<file path="config.mk">
export PLATFORM = sky130hd
export DESIGN_NAME = struct_params
export DESIGN_NICKNAME = d
export VERILOG_FILES = /design/src/hw/struct_params_pkg.sv /design/src/hw/struct_params.sv
export SDC_FILE = /design/constraint.sdc
export NUM_CORES = 1
export LEC_CHECK = 0
export BUFFER_PORTS_ARGS = -buffer_cell sky130_fd_sc_hd__buf_2
export CAP_MARGIN = 20
export CORE_MARGIN = 3
export CORE_UTILIZATION = 31
export CTS_CLUSTER_SIZE = 8
export DETAILED_ROUTE_END_ITERATION = 12
export GPL_TIMING_DRIVEN = 0
export PLACE_DENSITY = 0.83
export SLEW_MARGIN = 10
export SYNTH_ARGS = -nofsm -noshare
export SYNTH_HDL_FRONTEND = slang
export SYNTH_SLANG_ARGS = --single-unit
</file>
<file path="constraint.sdc">
create_clock -name mclk_i -period 2.3 [get_ports mclk_i]
set_clock_uncertainty 0.05 [all_clocks]
set_input_delay 0.115 -clock mclk_i [delete_from_list [all_inputs] [get_ports mclk_i]]
set_output_delay 0.115 -clock mclk_i [all_outputs]
set_load 0.01 [all_outputs]
</file>
<file path="src/hw/struct_params_pkg.sv">
package struct_params_pkg;

    // =====================================================
    // Register map
    // =====================================================
    localparam logic [7:0]  STRUCT_PARAMS_OFS = 8'h04;
    localparam logic [31:0] STRUCT_RESET      = 32'h0000_2214;
    localparam logic [31:0] RDATA_RESET       = 32'h0000_0000;
    localparam logic [31:0] RESERVED_MASK     = 32'hFF0E_0060;
    localparam logic [3:0]  ROUTE_RESET       = 4'h0;

    // =====================================================
    // Field positions
    // =====================================================
    localparam int NPORTS_LSB     = 0;
    localparam int PWR_SW_BIT     = 4;
    localparam int ROUTE_RULE_BIT = 7;
    localparam int PER_COMP_LSB   = 8;
    localparam int COMP_CNT_LSB   = 12;
    localparam int PIND_BIT       = 16;
    localparam int DEBUG_LSB      = 20;
    localparam int FIELD_W        = 4;

    // =====================================================
    // Limits and defaults
    // =====================================================
    localparam int MAX_PORTS      = 15;
    localparam int DEF_PORTS      = 4;
    localparam int DEF_PWR_SW     = 1;
    localparam int DEF_COMP_CNT   = 2;
    localparam int DEF_PER_COMP   = 2;
    localparam int DEF_ROUTE_RULE = 0;
    localparam int DEF_PIND       = 0;
    localparam int DEF_DEBUG      = 0;

    // =====================================================
    // Per-port configuration seen by the port registers
    // =====================================================
    typedef struct packed {
        logic [3:0]           n_ports;
        logic [MAX_PORTS-1:0] port_present;
        logic                 power_switched;
        logic                 indicator_ctl;
        logic                 handoff_ok;
        logic [3:0]           debug_port;
    } port_cfg_t;

    // Register read/write request
    typedef struct packed {
        logic       rd;
        logic       wr;
        logic [7:0] addr;
    } reg_req_t;

endpackage : struct_params_pkg

</file>
<file path="src/hw/struct_params.sv">
// Summary of operation
// RULE_01 - Word decoded at byte offset 04h
// RULE_02 - Bits 23:20 name debug port
// RULE_03 - Debug port never exceeds port count
// RULE_04 - Indicator bit enables port indicator field
// RULE_05 - Zero companions: no hand-off, high-speed only
// RULE_06 - Nonzero companions: hand-off supported
// RULE_07 - Ports routed in consecutive companion groups
// RULE_08 - Ports per companion consistent with counts
// RULE_09 - Routing rule 0: ascending function order
// RULE_10 - Routing rule 1: explicit route array
// RULE_11 - Power switch bit reflects switches present
// RULE_12 - Port power field follows power bit
// RULE_13 - Port count sets addressable port registers
// RULE_14 - Port count held within 1h to Fh
// RULE_15 - Read-only; reserved zero; writes ignored
// RULE_16 - Reset word reads 0000_2214
`timescale 1ns/1ns
module struct_params
    import struct_params_pkg::*;
#(
    parameter int N_PORTS               = DEF_PORTS,
    parameter int PORT_POWER_SWITCH_CAP = DEF_PWR_SW,
    parameter int COMPANION_COUNT       = DEF_COMP_CNT,
    parameter int PORTS_PER_COMPANION   = DEF_PER_COMP,
    parameter int PORT_ROUTING_RULE     = DEF_ROUTE_RULE,
    parameter int PORT_INDICATORS       = DEF_PIND,
    parameter int DEBUG_PORT_NUMBER     = DEF_DEBUG,
    // Companion index (0-based) per port, 4 bits each
    parameter logic [MAX_PORTS*4-1:0] COMPANION_ROUTE_ARRAY = '0
) (
    input  wire logic              mclk_i,
    input  wire logic              srst_i,
    input  wire reg_req_t          req_i,
    input  wire logic [31:0]       wdata_i,
    output logic [31:0]            rdata_o,
    output logic                   rack_o,
    output port_cfg_t              cfg_o,
    output logic [MAX_PORTS*4-1:0] port_route_o
);

    // =====================================================
    // Elaboration-time field sanitising
    // =====================================================
    // Port count outside 1..15 has no meaning, so pin it
    function automatic int clamp_ports(input int n);
        if (n < 1) begin
            return 1;
        end
        if (n > MAX_PORTS) begin
            return MAX_PORTS;
        end
        return n;
    endfunction : clamp_ports

    // Companion count limited to what its field holds
    function automatic int clamp_comp(input int cc);
        if (cc < 0) begin
            return 0;
        end
        if (cc > MAX_PORTS) begin
            return MAX_PORTS;
        end
        return cc;
    endfunction : clamp_comp

    // Group size large enough to cover every port
    function automatic int fit_per_comp(input int np, input int cc,
                                        input int pc);
        int need;
        need = 0;
        if (cc == 0) begin
            return 0;
        end
        need = (np + cc - 1) / cc;
        if (pc < need) begin
            return need;
        end
        if (pc > MAX_PORTS) begin
            return MAX_PORTS;
        end
        return pc;
    endfunction : fit_per_comp

    // Debug port names an implemented port, or none
    function automatic int fit_debug(input int dp, input int np);
        if (dp < 0 || dp > np) begin
            return 0;
        end
        return dp;
    endfunction : fit_debug

    localparam int EFF_PORTS    = clamp_ports(N_PORTS);          // [RULE_14]
    localparam int EFF_COMP     = clamp_comp(COMPANION_COUNT);
    localparam int EFF_PER_COMP =                                // [RULE_08]
        fit_per_comp(EFF_PORTS, EFF_COMP, PORTS_PER_COMPANION);
    localparam int EFF_DEBUG    =                                // [RULE_03]
        fit_debug(DEBUG_PORT_NUMBER, EFF_PORTS);
    localparam int EFF_RULE     = (PORT_ROUTING_RULE != 0) ? 1 : 0;
    localparam int EFF_PWR_SW   = (PORT_POWER_SWITCH_CAP != 0) ? 1 : 0;
    localparam int EFF_IND      = (PORT_INDICATORS != 0) ? 1 : 0;

    // =====================================================
    // Field values
    // =====================================================
    localparam logic [3:0] FLD_PORTS    = 4'(EFF_PORTS);
    localparam logic [3:0] FLD_PER_COMP = 4'(EFF_PER_COMP);
    localparam logic [3:0] FLD_COMP     = 4'(EFF_COMP);
    localparam logic [3:0] FLD_DEBUG    = 4'(EFF_DEBUG);
    localparam logic       FLD_PWR_SW   = 1'(EFF_PWR_SW);
    localparam logic       FLD_RULE     = 1'(EFF_RULE);
    localparam logic       FLD_IND      = 1'(EFF_IND);

    // =====================================================
    // Assembled word
    // =====================================================
    logic [31:0] nxt_word;

    always_comb begin
        nxt_word = '0;                                        // [RULE_15]
        nxt_word[NPORTS_LSB +: FIELD_W]   = FLD_PORTS;        // [RULE_13]
        nxt_word[PWR_SW_BIT]              = FLD_PWR_SW;       // [RULE_11]
        nxt_word[ROUTE_RULE_BIT]          = FLD_RULE;         // [RULE_09]
        nxt_word[PER_COMP_LSB +: FIELD_W] = FLD_PER_COMP;     // [RULE_08]
        nxt_word[COMP_CNT_LSB +: FIELD_W] = FLD_COMP;         // [RULE_05]
        nxt_word[PIND_BIT]                = FLD_IND;          // [RULE_04]
        nxt_word[DEBUG_LSB +: FIELD_W]    = FLD_DEBUG;        // [RULE_02]
    end

    logic [31:0] word_ff;

    // Starts from the default word, then follows the parameters
    always_ff @(posedge mclk_i) begin
        if (srst_i) begin
            word_ff <= STRUCT_RESET;                          // [RULE_16]
        end else begin
            word_ff <= nxt_word;
        end
    end

    // =====================================================
    // Register access
    // =====================================================
    typedef enum logic [1:0] {
        ACC_IDLE = 2'b01,
        ACC_ACK  = 2'b10
    } acc_state_t;

    logic       any_req;
    logic       rd_hit;
    logic       rd_miss;
    acc_state_t acc_state_ff;
    acc_state_t nxt_acc_state;

    assign any_req = req_i.rd | req_i.wr;
    assign rd_hit  = req_i.rd & (req_i.addr == STRUCT_PARAMS_OFS); // [RULE_01]
    assign rd_miss = req_i.rd & (req_i.addr != STRUCT_PARAMS_OFS);

    // Every access, writes included, is answered one cycle later
    always_comb begin
        nxt_acc_state = ACC_IDLE;
        case (acc_state_ff)
            ACC_IDLE: begin
                if (any_req) begin
                    nxt_acc_state = ACC_ACK;
                end
            end
            ACC_ACK: begin
                if (any_req) begin
                    nxt_acc_state = ACC_ACK;
                end
            end
            default: begin
                nxt_acc_state = ACC_IDLE;
            end
        endcase
    end

    always_ff @(posedge mclk_i) begin
        if (srst_i) begin
            acc_state_ff <= ACC_IDLE;
        end else begin
            acc_state_ff <= nxt_acc_state;
        end
    end

    assign rack_o = (acc_state_ff == ACC_ACK);

    logic [31:0] rdata_ff;

    // Read data holds until the next read; writes never touch it
    always_ff @(posedge mclk_i) begin
        if (srst_i) begin
            rdata_ff <= RDATA_RESET;
        end else if (rd_hit) begin
            rdata_ff <= word_ff & ~RESERVED_MASK;             // [RULE_15]
        end else if (rd_miss) begin
            rdata_ff <= RDATA_RESET;
        end
    end

    assign rdata_o = rdata_ff;

    // =====================================================
    // Configuration to the port registers
    // =====================================================
    logic [3:0]           n_ports_ff;
    logic                 pwr_sw_ff;
    logic                 ind_ff;
    logic                 handoff_ff;
    logic [3:0]           debug_ff;
    logic [MAX_PORTS-1:0] present_bits;

    always_ff @(posedge mclk_i) begin
        if (srst_i) begin
            n_ports_ff <= 4'h0;
        end else begin
            n_ports_ff <= word_ff[NPORTS_LSB +: FIELD_W];     // [RULE_13]
        end
    end

    always_ff @(posedge mclk_i) begin
        if (srst_i) begin
            pwr_sw_ff <= 1'b0;
        end else begin
            pwr_sw_ff <= word_ff[PWR_SW_BIT];                 // [RULE_12]
        end
    end

    always_ff @(posedge mclk_i) begin
        if (srst_i) begin
            ind_ff <= 1'b0;
        end else begin
            ind_ff <= word_ff[PIND_BIT];                      // [RULE_04]
        end
    end

    // No companions: ports never leave this controller
    always_ff @(posedge mclk_i) begin
        if (srst_i) begin
            handoff_ff <= 1'b0;
        end else begin
            handoff_ff <=                                     // [RULE_06]
                (word_ff[COMP_CNT_LSB +: FIELD_W] != 4'h0);
        end
    end

    always_ff @(posedge mclk_i) begin
        if (srst_i) begin
            debug_ff <= 4'h0;
        end else begin
            debug_ff <= word_ff[DEBUG_LSB +: FIELD_W];        // [RULE_02]
        end
    end

    // One presence flag per possible port, set for implemented ports
    generate
        for (genvar p = 0; p < MAX_PORTS; p++) begin : g_present
            localparam logic [3:0] PORT_NUM = 4'(p);
            logic bit_ff;

            always_ff @(posedge mclk_i) begin
                if (srst_i) begin
                    bit_ff <= 1'b0;
                end else begin
                    bit_ff <=                                 // [RULE_13]
                        (PORT_NUM < word_ff[NPORTS_LSB +: FIELD_W]);
                end
            end

            assign present_bits[p] = bit_ff;
        end
    endgenerate

    always_comb begin
        cfg_o.n_ports        = n_ports_ff;
        cfg_o.port_present   = present_bits;
        cfg_o.power_switched = pwr_sw_ff;
        cfg_o.indicator_ctl  = ind_ff;
        cfg_o.handoff_ok     = handoff_ff;
        cfg_o.debug_port     = debug_ff;
    end

    // =====================================================
    // Port-to-companion routing, 1-based, 0 = no companion
    // =====================================================
    generate
        for (genvar p = 0; p < MAX_PORTS; p++) begin : g_route
            localparam int ARR_IDX =
                int'(COMPANION_ROUTE_ARRAY[p*4 +: 4]);
            localparam int SEQ_IDX =
                (EFF_PER_COMP == 0) ? 0 : p / EFF_PER_COMP;
            localparam int SEL_IDX = (EFF_RULE != 0) ? ARR_IDX  // [RULE_10]
                                                     : SEQ_IDX; // [RULE_09]
            localparam int COMP    =
                (p >= EFF_PORTS || EFF_COMP == 0) ? 0 :        // [RULE_05]
                (SEL_IDX >= EFF_COMP) ? 0 : SEL_IDX + 1;       // [RULE_07]
            localparam logic [3:0] ROUTE_VAL = 4'(COMP);
            logic [3:0] route_ff;

            always_ff @(posedge mclk_i) begin
                if (srst_i) begin
                    route_ff <= ROUTE_RESET;
                end else begin
                    route_ff <= ROUTE_VAL;
                end
            end

            assign port_route_o[p*4 +: 4] = route_ff;
        end
    endgenerate

    // Write data discarded; the word is read-only
    logic unused_wdata;
    assign unused_wdata = ^wdata_i;

endmodule : struct_params

</file>
==> impl_metrics.py, run 1 <==
metrics = {
    "run_status": {
        "status": "completed",
    },
    "power": {
        "p_seq_frac": 0.186,
        "internal_power_mw": 0.2793,
        "powerDensity_mw_per_mm2": 265.8,
        "comb_power_share": 0.618,
        "p_switching_mw": 0.1541,
        "vdd_drop_max_mv": 0.1962,
        "switching_share": 0.3556,
        "p_clk_frac": 0.196,
        "power.leakage_nw": 1.164,
    },
    "placement": {
        "dpl.hpwl_mm": 1.929,
        "portBuffers": 27,
        "gp_congestion": 0.6274,
    },
    "cells_and_area": {
        "nNetsFinal": 312,
        "area_growth_pct": 57.56,
        "num_antenna_cells": 0,
        "drive_gt1_frac": 0.5547,
        "fin_util": 0.5212,
    },
    "routing": {
        "via_count": 815,
        "wl_per_cell_um": 6.168,
        "routed_wl_mm": 1.906,
        "ant_nets": 0,
        "drtPass1Iterations": 2,
        "drc": 0,
        "viasPerCell": 2.638,
        "dr.first_iter.drc_count": 7,
    },
    "sta": {
        "post-route-period-util": 0.5252,
        "grt_setup_unrepaired": "no",
        "timing.hold.ws_ps": 29.93,
        "fmax_mhz": 827.8,
        "hold_viol": 0,
        "setup_viol": 0,
        "drv_slew": 0,
        "tns_ps": 0,
        "timing.final.crit_period_ps": 1208,
    },
    "floorplan": {
        "die_w_um": 63.78,
        "initial_core_util": 0.3308,
        "die_area_mm2": 0.004067,
        "io_pins": 163,
        "rows": 20,
        "core_area_mm2": 0.003128,
        "dieHeight_um": 63.78,
    },
    "critical_path": {
        "critPathMaxStageDelay_ps": 520,
        "worstSetupPathType": "reg2out",
        "arrival_ps": 1040,
        "path_max_fanout": 11,
        "required_ps": 2130,
        "crit_path_start_kind": "register",
        "cp_slowest_cell": "dfxtp_1",
        "end_kind": "primary output",
        "path_cells": "buf_4 -> buf_2",
    },
    "clock_network": {
        "clock_latency_ps": 230,
        "clockRootBuffer": "clkbuf_4",
        "cts_tree": "built",
        "cts_num_sinks": 4,
        "htree_levels": 1,
        "clk_pin_slew_ps": 40,
        "cts-buffers-inserted": 3,
        "cts_resized": 0,
        "postCtsSetupBuffers": 0,
        "ctsHoldBuffers": 0,
        "cts_buffer_depth": 2,
    },
    "global_routing": {
        "grtUsageTotal": 0.07797,
        "grt_pass1_vias": 600,
        "grt.overflow.total": 0,
        "antenna_found_initial": 0,
        "grt_pass1_wl_mm": 2.594,
        "grt_max_degree": 12,
    },
    "synthesis": {
        "ys_seq_area_frac": 0.07739,
        "synth_seq_cells": 4,
        "synthCells": 133,
        "yosysMostFrequentCell": "buf_4",
        "yosys.area.top_type": "buf_4",
        "ys_types": 12,
        "synth_top_cells_by_count": "buf_4 (117), dfxtp_1 (4), inv_1 (2), nor2_1 (2)",
        "syn_area_mm2": 0.001035,
        "synth-edff-count": 0,
        "yosysWarnings": 0,
        "ys.flop_type": "dfxtp_1",
        "synth_top_area_frac": 0.8489,
        "ys_top_cells_by_area": "buf_4 (85%), dfxtp_1 (7.7%), ha_1 (1.2%)",
        "async_flop_share": 0,
        "synth_area_per_cell_um2": 7.780,
    },
    "flow_run": {
        "max-cap-violations": 0,
    },
    "worst_hold_path": {
        "hold_path.class": "in2reg",
    },
}
==> sequential cells by signal, summed over array words and instances, names as in the netlist <==
register and count:
acc_state_ff 2, g_route.route_ff 1, rdata_o 1
==> path summary, 6_finish.rpt <==
kind                                        from                              to  slack, ps  depth (start not counted)
setup / recovery  g_route[3].route_ff[1]$_DFF_P_                       cfg_o[24]       1090                          2
hold / removal                            srst_i  g_route[3].route_ff[1]$_DFF_P_         30                          2
setup reg to reg      acc_state_ff[0]$_SDFF_PP1_      acc_state_ff[0]$_SDFF_PP1_       1300                          4
hold reg to reg       acc_state_ff[1]$_SDFF_PP0_      acc_state_ff[0]$_SDFF_PP1_        510                          3
==> kinds of logic (layout without fill, tap and decap cells) <==
family                     count (synthesis)  after routing  share of synthesized area
buffers and inverters                    119            149                     0.8561
and+or+nand+nor                            5              5                    0.03024
other                                      1            103                   0.003624
adders and majority gates                  1              1                    0.01209
DFF                                        4              4                    0.07739
AOI/OAI and AO/OA                          3              3                    0.02056
==> critical path: cells and delay by family, from the launching register on <==
| family | cells | cell delay [ps] |
|---|---|---|
| buffers and inverters | 2 | 290 |
| flip-flops | 1 | 520 |
==> power by group through the flow <==
stage	sequential (mW)	clock (mW)	combinational [mW]
final	0.0807	0.0848	0.268
after global routing	0.0821	0.0979	0.292
after CTS	0.0811	0.0910	0.257
after floorplan	0.0807	0	0.234
after global placement	0.0817	0	0.256
after detailed placement	0.0823	0	0.257
==> metrics by stage <==
step	worst slack, ps	instances	cell area [um2]	power [mW]
after global routing	968.7	309	1630	0.4717
after global placement	1309	306	1608	0.3377
after CTS	1045	309	1630	0.4294
after detailed placement	1300	306	1608	0.3394
after floorplan	1350	235	1418	0.3145
final	1092	309	1630	0.4334
==> layer usage <==
layer,global-route usage,vias up,routed length [um]
met5,0,-,0
met4,0.04043,0,0
met3,0.03515,0,324
met2,0.1512,71,1059
met1,0.06489,294,521
li1,-,450,-
==> layout by cell type, fill, tap and decap left out <==
cell      count
buf_4       117
conb_1      103
buf_2        27
dfxtp_1       4
clkbuf_4      3
inv_1         2
nor2_1        2
o21ai_0       1
nor4bb_1      1
nor4_1        1
nor3b_1       1
a31o_1        1
o21a_1        1
ha_1          1
==> area by class of cell <==
class	count	area [um2]
inverter	2	7.507
clock buffer	3	22.52
tap	44	55.05
fill	302	1498
multi-input combinational	112	451.7
sequential	4	80.08
buffer	117	878.3
timing repair buffer	27	135.1
(Power assumes the default switching activity.)
==> run 2: changes to the inputs <==
- CORE_UTILIZATION: 31 -> 29
- PLACE_DENSITY: 0.83 -> 0.79
- clock period: 2.3 -> 1.2 ns (I/O delays scaled with it)
==> run 2 against run 1 <==
  * Via count grew 0.37%
  * First-iteration DRC count decreased by 71%
  * Die area grew 6.2%
  * Critical path depth up 2
  * Worst setup slack worse by 990 ps
  * Sequential share of layout area is essentially flat
  * Final area rose by 1.5%
  * Non-clock buffer count rose by 2
  * Global-route usage shrank 0.78 points
  * Register-to-register slack got worse by 1100 ps
  * Largest cell class unchanged
  * Core utilization decreased by 3.3 points
==> impl_metrics.py, run 2 (synthesis gave the netlist of run 1 again) <==
metrics = {
    "run_status": {
        "status": "completed",
    },
    "critical_path": {
        "end_kind": "register",
        "required_ps": 1320,
        "r2r-start": "acc_state_ff[0]$_SDFF_PP1_",
        "ff2ff_setup_slack_ps": 220,
        "arrival_ps": 1220,
        "r2r_end": "acc_state_ff[0]$_SDFF_PP1_",
        "crit_path_start_kind": "primary input",
        "startpoint": "srst_i",
        "path_max_fanout": 4,
        "reg2reg_depth": 4,
        "worstSetupPathType": "in2reg",
    },
    "cells_and_area": {
        "final_cell_area_mm2": 0.001654,
        "largest_reg_flops": 2,
        "nNetsFinal": 314,
        "final_cells": 313,
        "num_antenna_cells": 0,
        "nFillCells": 340,
        "layout_common_cells": "buf_4 (117), conb_1 (103), buf_2 (27)",
        "drive_gt1_frac": 0.5543,
        "area_growth_pct": 59.86,
        "final_common_cell": "buf_4",
        "regMostFlops": "acc_state_ff",
        "fin_util": 0.4880,
    },
    "sta": {
        "fmax_mhz": 913.3,
        "setup_viol": 0,
        "tns_ps": 0,
        "hold_viol": 0,
        "post-route-period-util": 0.9125,
        "drv_slew": 0,
        "timing.final.crit_period_ps": 1095,
        "grt_setup_unrepaired": "no",
    },
    "routing": {
        "via_count": 818,
        "drc": 0,
        "drtPass1Iterations": 2,
        "dr.first_iter.drc_count": 2,
        "routed_wl_mm": 1.883,
        "ant_nets": 0,
        "viasPerCell": 2.613,
        "wl_per_cell_um": 6.016,
    },
    "clock_network": {
        "cts_num_sinks": 4,
        "clock_latency_ps": 230,
        "htree_levels": 1,
        "cts_buffer_depth": 2,
        "clockRootBuffer": "clkbuf_4",
        "cts_tree": "built",
        "cts-buffers-inserted": 3,
        "clk_pin_slew_ps": 40,
    },
    "global_routing": {
        "grt.busiest_layer": "met2",
        "antenna_found_initial": 0,
        "grtUsageTotal": 0.07019,
        "grt_pass1_vias": 575,
        "use_met1": 0.05107,
        "grt_max_degree": 12,
        "grt_pass1_wl_mm": 2.380,
        "grtUsageMet2": 0.1502,
        "gr-usage-met3": 0.02735,
        "grt.overflow.total": 0,
    },
    "floorplan": {
        "dieHeight_um": 65.74,
        "die_w_um": 65.74,
        "core_area_mm2": 0.003390,
        "io_pins": 163,
        "initial_core_util": 0.3053,
        "die_area_mm2": 0.004321,
        "rows": 21,
    },
    "placement": {
        "portBuffers": 27,
        "gp_congestion": 0.6456,
        "dpl.hpwl_mm": 1.860,
        "place_area_mm2": 0.001610,
        "place_inst": 308,
    },
    "worst_hold_path": {
        "hold_path.class": "in2reg",
        "hold_depth": 2,
        "whs_endpoint": "acc_state_ff[0]$_SDFF_PP1_",
        "min_from": "req_i[9]",
    },
    "power": {
        "vdd_drop_max_mv": 0.2907,
        "powerDensity_mw_per_mm2": 505.8,
        "power.leakage_nw": 1.172,
        "fin_total_pwr_mw": 0.8366,
    },
    "flow_run": {
        "max-cap-violations": 0,
    },
}
run 2: cell count changes in the layout (fill, tap and decap cells not counted), sizes merged:
cell / previous run / this run
dlygate4sd3: 0 / 2
run 2: how the worst max path moves through the flow:
stage,end,cells past startpoint
5_1_grt,rdata_o[9]$_SDFFE_PP0P_,4
3_5_place_dp,acc_state_ff[0]$_SDFF_PP1_,4
3_3_place_gp,acc_state_ff[0]$_SDFF_PP1_,4
2_1_floorplan,acc_state_ff[0]$_SDFF_PP1_,4
6_report,rdata_o[9]$_SDFFE_PP0P_,4
4_1_cts,rdata_o[9]$_SDFFE_PP0P_,4
run 2: final cells by class:
class | count | area, um2 | share of cell area
Sequential cell | 4 | 81.33 | 0.04917
Inverter | 2 | 7.507 | 0.004539
Clock buffer | 3 | 22.52 | 0.01362
Timing Repair Buffer | 29 | 155.1 | 0.09380
Tap cell | 46 | 57.56 | 0.03480
Multi-Input combinational cell | 112 | 451.7 | 0.2731
Buffer | 117 | 878.3 | 0.5310
run 2: timing repair:
item	4_1_cts	5_1_grt
gates resized for setup	1	0
setup buffers	0	0
setup endpoints to repair	11	0
hold buffers	2	0
endpoints found under the hold margin	3	0
run 2: per-stage QoR:
step           setup WS [ps]  hold WS [ps]
2_1_floorplan          249.8         66.52
3_3_place_gp           220.0         206.7
3_5_place_dp           211.4         206.6
4_1_cts                90.71         14.24
5_1_grt                45.65         23.06
6_report               105.1         18.53
run 2: critical path, stage by stage:
cell and delay (ps):
dlygate4sd3_1 520, buf_2 140, nor4bb_1 300, a31o_1 190
run 2: report_power, final:
part	switching (mW)	total (mW)	internal, mW
clock network	0.0533	0.165	0.112
registers	0.00823	0.155	0.147
logic	0.235	0.516	0.281
run 2: metal layers:
layer,routed length (um),vias up
met5,0,-
li1,-,456
met2,1062,70
met1,452,290
met3,364,2
met4,4,0
